[config.mk]
export PLATFORM = sky130hd
export DESIGN_NAME = ers_sampler
export DESIGN_NICKNAME = d
export VERILOG_FILES = /design/src/ers_pkg.sv /design/src/ers_sampler.sv
export SDC_FILE = /design/constraint.sdc
export NUM_CORES = 1
export LEC_CHECK = 0
export BUFFER_PORTS_ARGS = -buffer_cell sky130_fd_sc_hd__buf_2
export CAP_MARGIN = 10
export CORE_MARGIN = 2
export CORE_UTILIZATION = 55
export DETAILED_ROUTE_END_ITERATION = 12
export PLACE_DENSITY = 0.73
export SLEW_MARGIN = 15
export SYNTH_ARGS = -nofsm -noshare
export SYNTH_HDL_FRONTEND = slang
export SYNTH_SLANG_ARGS = --single-unit
[constraint.sdc]
create_clock -name clk -period 3.88 [get_ports clk]
set_input_delay 0.388 -clock clk [delete_from_list [all_inputs] [get_ports clk]]
set_output_delay 0.388 -clock clk [all_outputs]
set_load 0.01 [all_outputs]
[src/ers_pkg.sv]
// Shared constants for the event raster sampler.
package ers_pkg;
  // ----------------------------------------------------------------------
  // Sizes
  // ----------------------------------------------------------------------
  localparam int NCH        = 4;          // Input channels that are sampled.
  localparam int NDI        = 4;          // Digital inputs usable as sources.
  localparam int NEV        = 4;          // Configurable trigger events.
  localparam int DW         = 16;         // Width of one measured value.
  localparam int CHW        = 2;          // Width of a channel index.
  localparam int REC_W      = CHW + DW;   // Sample record: index and value.
  localparam int FIFO_DEPTH = 32;         // Records held in the output FIFO.
  localparam int CNTW       = 8;          // Width of a cycle period count.
  // ----------------------------------------------------------------------
  // Timing
  // ----------------------------------------------------------------------
  localparam int CLK_NS     = 10;         // Clock period in ns.
  localparam int GLITCH_NS  = 120;        // Shortest accepted pulse in ns.
  localparam int GLITCH_CYC = (GLITCH_NS + CLK_NS - 1) / CLK_NS;
  localparam int UPDATE_MS  = 300;        // Output update interval in ms.
  localparam int UPDATE_CYC = UPDATE_MS * (1000000 / CLK_NS);
  // ----------------------------------------------------------------------
  // Event firing conditions
  // ----------------------------------------------------------------------
  localparam logic [1:0] COND_FALL  = 2'h0; // Active-to-inactive edge.
  localparam logic [1:0] COND_RISE  = 2'h1; // Inactive-to-active edge.
  localparam logic [1:0] COND_BOTH  = 2'h2; // Either edge.
  localparam logic [1:0] COND_CYCLE = 2'h3; // End of a cycle of n periods.
  // ----------------------------------------------------------------------
  // Reset values
  // ----------------------------------------------------------------------
  localparam logic [DW-1:0]  RST_VALUE = 16'h0000;
  localparam logic [31:0]    RST_COUNT = 32'h0000_0000;
endpackage

[src/ers_sampler.sv]
// Event raster sampler: input filters, event unit, sampler, FIFO, output stage.
`timescale 1ns/1ps
`default_nettype none

// --------------------------------------------------------------------------
// Record FIFO
// --------------------------------------------------------------------------
// Flip-flop FIFO with valid/ready on both sides; full drops in_ready.
module ers_fifo #(
  parameter int W     = 18,
  parameter int DEPTH = 32
) (
  input  wire logic         clk,
  input  wire logic         rst_n,
  input  wire logic         in_valid,
  output logic              in_ready,
  input  wire logic [W-1:0] in_data,
  output logic              out_valid,
  input  wire logic         out_ready,
  output logic [W-1:0]      out_data
);
  localparam int AW = $clog2(DEPTH);
  logic [W-1:0]  mem_q [DEPTH];      // Storage words.
  logic [AW-1:0] wr_q, wr_d;         // Write index.
  logic [AW-1:0] rd_q, rd_d;         // Read index.
  logic [AW:0]   cnt_q, cnt_d;       // Words held.
  logic          push, pop;

  // Full and empty come straight from the fill count.
  always_comb begin
    in_ready  = (cnt_q != (AW+1)'(DEPTH));
    out_valid = (cnt_q != '0);
    out_data  = mem_q[rd_q];
    push      = in_valid && in_ready;
    pop       = out_valid && out_ready;
    wr_d      = push ? wr_q + 1'b1 : wr_q;
    rd_d      = pop ? rd_q + 1'b1 : rd_q;
    cnt_d     = cnt_q + (AW+1)'(push) - (AW+1)'(pop);
  end

  // Pointers reset; the storage itself needs no reset.
  always_ff @(posedge clk or negedge rst_n) begin
    if (!rst_n) begin
      wr_q  <= '0;
      rd_q  <= '0;
      cnt_q <= '0;
    end else begin
      wr_q  <= wr_d;
      rd_q  <= rd_d;
      cnt_q <= cnt_d;
    end
  end

  always_ff @(posedge clk) begin
    if (push) begin
      mem_q[wr_q] <= in_data;
    end
  end
endmodule

// --------------------------------------------------------------------------
// Top level
// --------------------------------------------------------------------------
module ers_sampler
  import ers_pkg::*;
#(
  parameter int UPDATE_CYCLES = UPDATE_CYC
) (
  input  wire logic               clk,
  input  wire logic               rst_n,
  input  wire logic [NDI-1:0]     di_in,
  input  wire logic [NCH*DW-1:0]  ch_data,
  input  wire logic [NCH-1:0]     ch_fresh,
  input  wire logic [NCH-1:0]     ch_event_mode,
  input  wire logic [15:0]        raster_period,
  input  wire logic [NEV-1:0]     ev_enable,
  input  wire logic [NEV*2-1:0]   ev_src,
  input  wire logic [NEV*2-1:0]   ev_cond,
  input  wire logic [NEV*CNTW-1:0] ev_cycle_n,
  input  wire logic               stim_valid,
  input  wire logic [DW-1:0]      stim_data,
  input  wire logic               smp_ready,
  output logic                    smp_valid,
  output logic [REC_W-1:0]        smp_data,
  output logic [DW-1:0]           stim_out,
  output logic                    stim_update,
  output logic [NDI-1:0]          di_level,
  output logic [NEV-1:0]          event_fired
);
  // ------------------------------------------------------------------------
  // Input filters
  // ------------------------------------------------------------------------
  logic [NDI-1:0] sync1_q, sync2_q;           // Two-stage synchroniser.
  logic [NDI-1:0] lvl_q, lvl_d;               // Filtered level, 1 = active.
  logic [NDI-1:0] prev_q;                     // Filtered level, one cycle late.
  logic [3:0]     gcnt_q [NDI];               // Stability counters.
  logic [3:0]     gcnt_d [NDI];
  logic [NDI-1:0] rise, fall;

  // A level is accepted only after it stood for the shortest pulse width,
  // so a spike never reaches the event unit and each edge counts once.
  always_comb begin
    for (int i = 0; i < NDI; i++) begin
      lvl_d[i]  = lvl_q[i];
      gcnt_d[i] = 4'h0;
      if (sync2_q[i] != lvl_q[i]) begin
        if (gcnt_q[i] == 4'(GLITCH_CYC - 1)) begin
          lvl_d[i] = sync2_q[i];
        end else begin
          gcnt_d[i] = gcnt_q[i] + 4'h1;
        end
      end
    end
    rise = lvl_q & ~prev_q;
    fall = ~lvl_q & prev_q;
  end

  always_ff @(posedge clk or negedge rst_n) begin
    if (!rst_n) begin
      sync1_q <= '0;
      sync2_q <= '0;
      lvl_q   <= '0;
      prev_q  <= '0;
      for (int i = 0; i < NDI; i++) begin
        gcnt_q[i] <= 4'h0;
      end
    end else begin
      sync1_q <= di_in;
      sync2_q <= sync1_q;
      lvl_q   <= lvl_d;
      prev_q  <= lvl_q;
      for (int i = 0; i < NDI; i++) begin
        gcnt_q[i] <= gcnt_d[i];
      end
    end
  end

  // ------------------------------------------------------------------------
  // Event unit
  // ------------------------------------------------------------------------
  logic [NEV-1:0]  fire_q, fire_d;            // Event fired last cycle.
  logic [CNTW-1:0] cyc_q [NEV];               // Periods seen in this cycle.
  logic [CNTW-1:0] cyc_d [NEV];
  logic [1:0]      src;
  logic [CNTW-1:0] need;

  // A cycle is counted in periods bounded by rising edges; n of 0 acts as 1.
  always_comb begin
    src  = 2'h0;
    need = '0;
    for (int e = 0; e < NEV; e++) begin
      src       = ev_src[e*2 +: 2];
      need      = (ev_cycle_n[e*CNTW +: CNTW] == '0) ? CNTW'(1)
                                                     : ev_cycle_n[e*CNTW +: CNTW];
      fire_d[e] = 1'b0;
      cyc_d[e]  = cyc_q[e];
      if (ev_enable[e]) begin
        case (ev_cond[e*2 +: 2])
          COND_FALL: fire_d[e] = fall[src];
          COND_RISE: fire_d[e] = rise[src];
          COND_BOTH: fire_d[e] = rise[src] | fall[src];
          default: begin
            if (rise[src]) begin
              if (cyc_q[e] + CNTW'(1) >= need) begin
                fire_d[e] = 1'b1;
                cyc_d[e]  = '0;
              end else begin
                cyc_d[e] = cyc_q[e] + CNTW'(1);
              end
            end
          end
        endcase
      end else begin
        cyc_d[e] = '0;
      end
    end
  end

  always_ff @(posedge clk or negedge rst_n) begin
    if (!rst_n) begin
      fire_q <= '0;
      for (int e = 0; e < NEV; e++) begin
        cyc_q[e] <= '0;
      end
    end else begin
      fire_q <= fire_d;
      for (int e = 0; e < NEV; e++) begin
        cyc_q[e] <= cyc_d[e];
      end
    end
  end

  // ------------------------------------------------------------------------
  // Sampler
  // ------------------------------------------------------------------------
  logic [15:0]     rast_q, rast_d;            // Raster divider.
  logic            tick_q, tick_d;            // Raster instant.
  logic [DW-1:0]   held_q [NCH];              // Last valid value per channel.
  logic [DW-1:0]   held_d [NCH];
  logic [DW-1:0]   snap_q [NCH];              // Value taken at the request.
  logic [DW-1:0]   snap_d [NCH];
  logic [NCH-1:0]  pend_q, pend_d;            // Request not yet queued.
  logic [NCH-1:0]  req, pop;
  logic            ev_any, fifo_in_ready, fifo_in_valid;
  logic [CHW-1:0]  sel;
  logic [REC_W-1:0] fifo_in_data;

  // A new request on a channel that still waits is merged into it, since
  // the waiting one must be finished first; back-pressure lands here.
  always_comb begin
    tick_d = (rast_q >= raster_period - 16'h0001);
    rast_d = tick_d ? 16'h0000 : rast_q + 16'h0001;
    ev_any = |fire_q;
    sel    = '0;
    fifo_in_valid = |pend_q;
    for (int c = NCH - 1; c >= 0; c--) begin
      if (pend_q[c]) begin
        sel = CHW'(c);
      end
    end
    pop          = fifo_in_ready ? (NCH'(1) << sel) & pend_q : '0;
    fifo_in_data = {sel, snap_q[sel]};
    for (int c = 0; c < NCH; c++) begin
      req[c]    = (tick_q & ~ch_event_mode[c]) | ev_any;
      held_d[c] = ch_fresh[c] ? ch_data[c*DW +: DW] : held_q[c];
      snap_d[c] = snap_q[c];
      if (req[c] && (!pend_q[c] || pop[c])) begin
        snap_d[c] = held_q[c];
      end
      pend_d[c] = (pend_q[c] & ~pop[c]) | req[c];
    end
  end

  always_ff @(posedge clk or negedge rst_n) begin
    if (!rst_n) begin
      rast_q <= 16'h0000;
      tick_q <= 1'b0;
      pend_q <= '0;
      for (int c = 0; c < NCH; c++) begin
        held_q[c] <= RST_VALUE;
        snap_q[c] <= RST_VALUE;
      end
    end else begin
      rast_q <= rast_d;
      tick_q <= tick_d;
      pend_q <= pend_d;
      for (int c = 0; c < NCH; c++) begin
        held_q[c] <= held_d[c];
        snap_q[c] <= snap_d[c];
      end
    end
  end

  // ------------------------------------------------------------------------
  // Record FIFO and registered output stage
  // ------------------------------------------------------------------------
  logic             fifo_out_valid, fifo_out_ready;
  logic [REC_W-1:0] fifo_out_data;
  logic             smp_valid_q, smp_valid_d;
  logic [REC_W-1:0] smp_data_q, smp_data_d;

  ers_fifo #(.W(REC_W), .DEPTH(FIFO_DEPTH)) u_fifo (
    .clk       (clk),
    .rst_n     (rst_n),
    .in_valid  (fifo_in_valid),
    .in_ready  (fifo_in_ready),
    .in_data   (fifo_in_data),
    .out_valid (fifo_out_valid),
    .out_ready (fifo_out_ready),
    .out_data  (fifo_out_data)
  );

  // The output register refills whenever it is empty or being taken.
  always_comb begin
    fifo_out_ready = !smp_valid_q || smp_ready;
    smp_valid_d    = fifo_out_ready ? fifo_out_valid : smp_valid_q;
    smp_data_d     = (fifo_out_ready && fifo_out_valid) ? fifo_out_data : smp_data_q;
  end

  // ------------------------------------------------------------------------
  // Stimulation output
  // ------------------------------------------------------------------------
  logic [31:0]   upd_q, upd_d;                // Update interval counter.
  logic          spend_q, spend_d;            // Newest value waiting.
  logic [DW-1:0] sbuf_q, sbuf_d;
  logic [DW-1:0] sout_q, sout_d;
  logic          supd_q, supd_d;

  // Values arriving between updates overwrite each other; only the last one
  // is applied. The output never moves without a received value.
  always_comb begin
    upd_d   = (upd_q == 32'(UPDATE_CYCLES - 1)) ? RST_COUNT : upd_q + 32'h0000_0001;
    spend_d = spend_q;
    sbuf_d  = sbuf_q;
    sout_d  = sout_q;
    supd_d  = 1'b0;
    if (stim_valid) begin
      spend_d = 1'b1;
      sbuf_d  = stim_data;
    end
    if (upd_q == 32'(UPDATE_CYCLES - 1) && spend_q) begin
      sout_d = sbuf_q;
      supd_d = 1'b1;
      if (!stim_valid) begin
        spend_d = 1'b0;
      end
    end
  end

  always_ff @(posedge clk or negedge rst_n) begin
    if (!rst_n) begin
      smp_valid_q <= 1'b0;
      smp_data_q  <= '0;
      upd_q       <= RST_COUNT;
      spend_q     <= 1'b0;
      sbuf_q      <= RST_VALUE;
      sout_q      <= RST_VALUE;
      supd_q      <= 1'b0;
    end else begin
      smp_valid_q <= smp_valid_d;
      smp_data_q  <= smp_data_d;
      upd_q       <= upd_d;
      spend_q     <= spend_d;
      sbuf_q      <= sbuf_d;
      sout_q      <= sout_d;
      supd_q      <= supd_d;
    end
  end

  assign smp_valid   = smp_valid_q;
  assign smp_data    = smp_data_q;
  assign stim_out    = sout_q;
  assign stim_update = supd_q;
  assign di_level    = lvl_q;
  assign event_fired = fire_q;
endmodule

`default_nettype wire

==> results.yml, run 1 <==
outcome:
  status: "finished, final reports clean"
layout:
  area_delta_synth_final_pct: 18.1
  num-nets-final: 3003
  finalCoreUtilization: 0.656
  drive_above_1_share: 0.268
  design_area_sq_um: 44000
  final_cells: 3717
power_and_ir_drop:
  power_frac_clock: 0.336
  peakVddDrop_uv: 518
  p_comb_frac: 0.230
  powerDensity_nw_per_um2: 612
  p_switching_mw: 7.70
  finalPower_mw: 27.0
  p_int_mw: 19.3
  p_seq_frac: 0.434
  cellLeakagePower_nw: 17.4
  switching_share: 0.286
synth:
  synth.avg_cell_area_sq_um: 15.8
  syn_area_sq_um: 37300
  synth-seq-cells: 894
  yosysSeqAreaShare: 0.677
  synth_cell_types: 66
  synth_top_area_frac: 0.464
  synth.area.top_cells: "edfxtp_1 (46%), dfrtp_1 (21%), mux4_2 (5.9%)"
  synthesis.nets: 2595
  postSynth.asyncResetShare: 0.356
  syn_inst: 2357
  synth_ff_type: "edfxtp_1"
  ys_warn_count: 0
  synth_edf_count: 576
  yosys.area.top_type: "edfxtp_1"
worst_hold_path:
  min_path_cells: 2
  hp-class: "input port to register"
sta:
  fin_crit_ns: 3.21
  slew_violations: 0
  final_hold_viol_count: 0
  setup_violations: 0
  tightest_slew_ns: 1.10
  fin_worst_skew_ns: 0.0252
  rsz0062_at_grt: "false"
  max_freq_ghz: 0.312
  fin_tns_setup_ns: 0
  min_period_over_period: 0.826
  hold_slack_ns: 0.0394
  relSlewSlack: 0.264
  timing.final.ws_setup_ns: 0.675
worst_setup_path:
  cp-end-kind: "register"
  ff2ff_setup_slack_ns: 0.67
  cp.required_ns: 4.44
  critical_path.max_stage_delay_ns: 0.59
  critPathCapture: "cyc_q[21]"
  crit_type: "register to register"
  reg2regPathDepth: 10
  cp-startpoint: "cyc_q[18]"
  r2r-end: "cyc_q[21]"
  critPathMaxFanout: 10
  worstSetupStartpointType: "register"
  slowest_stage: "a21oi_1"
  rr_startpoint: "cyc_q[18]"
  cp_cell_sequence: "nand3_1 -> or2_2 -> or2_2 -> xnor2_1 -> ha_1 -> a21oi_1 -> o21ai_0 -> a21oi_1 -> nand2_1 -> o22ai_1"
  crit_arrival_ns: 3.76
global_route:
  grt_start_max_net_pins: 101
  grt_pass1_wl_mm: 134
  grtUsageTotal: 0.250
  antenna_found_initial: 4
  overflow: 0
  first_global_vias: 23264
placed_design:
  dpl_cell_area_sq_um: 40000
  dp_cells: 3457
  dp_hpwl_mm: 53.9
  post-place-ws_ns: 0.527
  place_congestion: 0.850
  numPortBuffers: 207
clocking:
  tritoncts: "yes"
  h-tree-depth: 3
  post-cts-setup-buffers: 0
  cts_buffers: 91
  clockRootBuffer: "clkbuf_16"
  cts.sinks: 894
  clock_latency_ns: 0.64
  clk_path_buf_depth: 3
  clk_pin_slew_ns: 0.06
drt:
  routed_wl_mm: 86.5
  drt_pre_antenna_iters: 8
  dr_total_vias: 22322
  vias_per_cell: 6.01
  postRouteAntennaNets: 0
  drcViolationCount: 0
  drt-initial-drc-count: 1946
  wl_per_cell_um: 23.3
floorplan:
  core_sq_um: 67200
  dieHeight_um: 264
  start_util: 0.555
  design.die.area_sq_um: 69900
  io_pins: 208
  die_w_um: 264
  rows: 95
run:
  max_cap_violations: 0
critical path, delay by kind of cell (launching register included):
kind	cells	cell delay (ns)
XOR/XNOR	1	0.20
flip-flops	1	0.42
AND/OR/NAND/NOR	4	1.11
adder cells (fa/ha/maj)	1	0.28
AO/OA/AOI/OAI	4	1.11
flip-flops by register name, summed over array words and instances, names as in the netlist, 6 cells and up:
| signal | cells |
|---|---|
| gcnt_q | 16 |
| stim_out | 16 |
| held_q | 64 |
| cyc_q | 32 |
| upd_q | 32 |
| sbuf_q | 16 |
| u_fifo.mem_q | 576 |
| smp_data | 18 |
| snap_q | 64 |
| u_fifo.cnt_q | 6 |
| rast_q | 16 |
Yosys cell counts, drive strengths merged (12+ instances only):
| cell type | number |
|---|---|
| edfxtp | 576 |
| dfrtp | 318 |
| mux2 | 165 |
| mux2i | 146 |
| nor2 | 143 |
| nand2 | 107 |
| mux4 | 98 |
| ha | 73 |
| inv | 67 |
| o22ai | 66 |
| xnor2 | 52 |
| a21oi | 51 |
| clkbuf | 48 |
| nand3 | 48 |
| xor2 | 42 |
| buf | 38 |
| o21ai | 37 |
| a211oi | 22 |
| a22oi | 20 |
| nand2b | 20 |
| nand4 | 19 |
| a2111oi | 18 |
| a311oi | 18 |
| nor3 | 17 |
| and3 | 16 |
| or3 | 15 |
| nor2b | 14 |
| nand3b | 12 |
worst min path at each step:
stage                            from          to
final                     ch_data[23]  held_q[39]
after global placement     sync1_q[3]  sync2_q[3]
after floorplan                 rst_n    cyc_q[0]
after CTS                 ch_data[23]  held_q[39]
after global routing      ch_data[23]  held_q[39]
after detailed placement   sync1_q[2]  sync2_q[2]
cell usage in the layout, fill, tap and decap left out, types with 88 or more instances in the layout:
master         count
buf_2            206
buf_4            102
clkbuf_16         95
dfrtp_1          316
dlygate4sd3_1     88
edfxtp_1         576
mux2_2           155
mux2i_1          146
mux4_2            98
nand2_1          107
nor2_1           142
metal layers:
layer	global-route usage	vias to the layer above	wire length, um	share of wire
li1	-	9878	-	-
met1	0.337	11413	35200	0.41
met2	0.419	864	42900	0.50
met3	0.0414	165	5740	0.066
met4	0.0838	2	2600	0.030
met5	0	-	13	0.00015
power by group through the flow:
| stage | logic [mW] | registers, mW | clock network (mW) |
|---|---|---|---|
| 4_1_cts | 6.22 | 11.7 | 9.20 |
| 5_1_grt | 6.63 | 11.8 | 9.58 |
| 3_5_place_dp | 6.08 | 11.9 | 0 |
| 3_3_place_gp | 5.90 | 11.8 | 0 |
| 6_report | 6.19 | 11.7 | 9.06 |
| 2_1_floorplan | 4.06 | 11.7 | 0 |
timing repair:
action | 4_1_cts | 5_1_grt
hold buffers | 88 | 0
hold endpoints to repair | 181 | 0
gates resized for setup | 0 | 0
setup endpoints to repair | 0 | 0
cells by family (layout without fill, tap and decap cells):
kind of cell	count (synthesis)	after routing	synth area share
multiplexers	409	409	0.149
XOR/XNOR	94	94	0.0221
buffers and inverters	153	639	0.0166
adder cells (fa/ha/maj)	74	74	0.0250
AO/OA/AOI/OAI	276	276	0.0498
other	0	1	0
flip-flops	894	894	0.677
AND/OR/NAND/NOR	457	457	0.0598
layout make-up:
cell class / instances / area [sq um]
fillers: 4488 / 23100
clock inverters: 47 / 572
diodes: 1 / 2.50
repair buffers: 401 / 2770
flip-flops and latches: 894 / 25300
inverters: 67 / 251
multi-input cells: 1310 / 11500
well taps: 873 / 1090
clock buffers: 124 / 2580
No activity file was read; power rests on OpenSTA's default activity.
==> inputs of run 2 (changes only) <==
Settings changed: ABC_AREA set to 1.
Clock period 3.88 ns to 3.1 ns, I/O delays scaled along.
==> run 2 against run 1 <==
  * Setup slack worse by 0.032 ns
  * Total power up 52%
  * First-iteration DRC count up 53%
  * Via count up 33%
  * Critical endpoint is now smp_data[8]
==> results.yml, run 2 <==
floorplan:
  rows: 98
  io_pins: 208
  core_sq_um: 71700
  start_util: 0.558
  die_w_um: 274
  design.die.area_sq_um: 75000
  dieHeight_um: 274
worst_setup_path:
  cpMostUsedCell: "nand2_1"
  slowest_stage: "dfrtp_4"
  cp_cell_sequence: "inv_8 -> buf_12 -> buf_4 -> nand2_1 -> nand3_1 -> nand3_1 -> nand2_1 -> nor2_1 -> nand2_1 -> nand3_1 -> nand2_1"
  critical_path.max_stage_delay_ns: 0.61
  worstSetupStartpointType: "register"
  crit_type: "register to register"
  cp.required_ns: 3.70
  crit_arrival_ns: 3.06
  cp-end-kind: "register"
  critPathMaxFanout: 66
global_route:
  first_global_vias: 29227
  grt_pass1_wl_mm: 155
  grtUsageTotal: 0.266
  grt_start_max_net_pins: 110
  antenna_found_initial: 4
  overflow: 0
synth:
  synth.avg_cell_area_sq_um: 9.56
  synthesis.nets: 4427
  syn_inst: 4189
  yosysSeqAreaShare: 0.631
  synth_xor_xnor_area_share: 0.0208
  synthAdderAreaFrac: 0.0233
  synth-simple-area-share: 0.226
  synthMuxAreaShare: 0.000843
  syn_area_sq_um: 40100
  synth_top_area_frac: 0.432
  synth_top_family_by_area: "simple AND/OR/NAND/NOR gates"
  synth_cell_types: 39
  synth_compound_area_frac: 0.0329
  synth.area.top_cells: "edfxtp_1 (43%), dfrtp_1 (20%), nand2_1 (12%)"
  yosysMostFrequentCell: "nand2_1"
  synth-seq-cells: 894
  ys_warn_count: 0
  synth_edf_count: 576
  yosys.area.top_type: "edfxtp_1"
  postSynth.asyncResetShare: 0.356
  synth_ff_type: "edfxtp_1"
  ys_top_cells_by_count: "nand2_1 (1,297), edfxtp_1 (576), inv_1 (512)"
layout:
  final_common_cell: "nand2_1"
  num-nets-final: 4756
  top_register: "u_fifo.mem_q"
  final_cell_mix: "nand2_1 (1,297), edfxtp_1 (576), inv_1 (512)"
  area_delta_synth_final_pct: 16.5
  largest_register_ffs: 576
  top_regs: "u_fifo.mem_q: 576 flops, held_q: 64 flops, snap_q: 64 flops"
  drive_above_1_share: 0.104
  design_area_sq_um: 46700
worst_hold_path:
  hp-class: "input port to register"
drt:
  postRouteAntennaNets: 0
  wl_per_cell_um: 17.8
  dr_total_vias: 29691
  drt_pre_antenna_iters: 6
  drt-initial-drc-count: 2978
  vias_per_cell: 5.35
  drcViolationCount: 0
  routed_wl_mm: 98.8
power_and_ir_drop:
  powerDensity_nw_per_um2: 877
  cellLeakagePower_nw: 21.3
  peakVddDrop_uv: 717
sta:
  min_period_over_period: 0.793
  fin_worst_skew_ns: 0.0419
  hold_slack_ns: 0.0528
  rsz0062_at_grt: "false"
  fin_tns_setup_ns: 0
  slew_violations: 0
  final_hold_viol_count: 0
  max_freq_ghz: 0.407
  relSlewSlack: 0.378
  tightest_slew_ns: 0.932
  setup_violations: 0
  fin_crit_ns: 2.46
placed_design:
  dp_hpwl_mm: 58.9
  dpl_cell_area_sq_um: 42600
  numPortBuffers: 207
  place_congestion: 0.878
clocking:
  clk_path_buf_depth: 3
  tritoncts: "yes"
  cts.sinks: 894
  h-tree-depth: 3
  clock_latency_ns: 0.66
  post-cts-setup-buffers: 0
  clk_pin_slew_ns: 0.06
  cts_buffers: 93
  clockRootBuffer: "clkbuf_16"
run:
  max_cap_violations: 0
outcome:
  status: "finished, final reports clean"
run 2: cell count changes in the layout (fill, tap and decap cells not counted), moves of 141 or more:
cell	change
inv_1	+445
mux2_2	-152
mux2i_1	-146
nand2_1	+1190
nand3_1	+434
nor2_1	+173
o21ai_0	+141
run 2: kinds of logic after synthesis:
family,after synthesis
and+or+nand+nor,2186
buffers and inverters,682
muxes,3
adders and majority gates,74
xor gates and xnor gates,95
AOI/OAI and AO/OA,255
DFF,894
run 2: per-layer routing:
metal	global-route usage	up-vias	share of wire
met1	0.361	14021	0.41
met4	0.104	2	0.034
met2	0.433	1217	0.47
met3	0.0436	206	0.083
li1	-	14245	-
met5	0	-	0.00013
run 2: worst paths after layout:
kind	startpoint	slack, ns	end	depth (start not counted)
setup / recovery	u_fifo.rd_q[0]	0.64	smp_data[8]	11
hold reg to reg	sync1_q[3]	0.35	sync2_q[3]	0
max in group asynchronous	rst_n	1.86	u_fifo.rd_q[1]	3
min in group asynchronous	rst_n	0.33	upd_q[29]	2
setup reg to reg	u_fifo.rd_q[0]	0.64	smp_data[8]	11
hold / removal	stim_valid	0.05	sbuf_q[11]	3
run 2: critical path, delay by kind of cell, from the launching register on:
kind,cells,cell delay (ns)
flip-flops,1,0.61
AND/OR/NAND/NOR,8,0.84
buffers and inverters,3,0.85
run 2: area by class of cell:
cell class | count | area, sq um
flip-flops and latches | 894 | 25300
fillers | 5530 | 25100
multi-input cells | 2613 | 12200
repair buffers | 397 | 2910
clock buffers | 132 | 2710
inverters | 519 | 1960
well taps | 950 | 1190
clock inverters | 43 | 444
diodes | 5 | 12.5
run 2: per-stage QoR:
stage          std cells  utilization  total power, mW  setup slack, ns
3_3_place_gp        5284        0.594             29.2            0.403
2_1_floorplan       4189            -             24.4            0.588
6_report            5553        0.650             40.9            0.642
5_1_grt             5551        0.650             42.9            0.504
4_1_cts             5548        0.650             40.9            0.699
3_5_place_dp        5284        0.594             29.5            0.372
run 2: timing repair:
item / CTS / global route
hold endpoints to repair: 182 / 0
gates resized for setup: 0 / 0
endpoints found under the setup margin: 0 / 0
hold buffers: 89 / 0
run 2: power by group:
part           switching [mW]  leakage [nW]  internal [mW]
sequential              0.748          9.31           15.8
clock                    4.68          1.55           6.64
combinational            9.46          10.4           3.60
total                    14.9          21.3           26.1
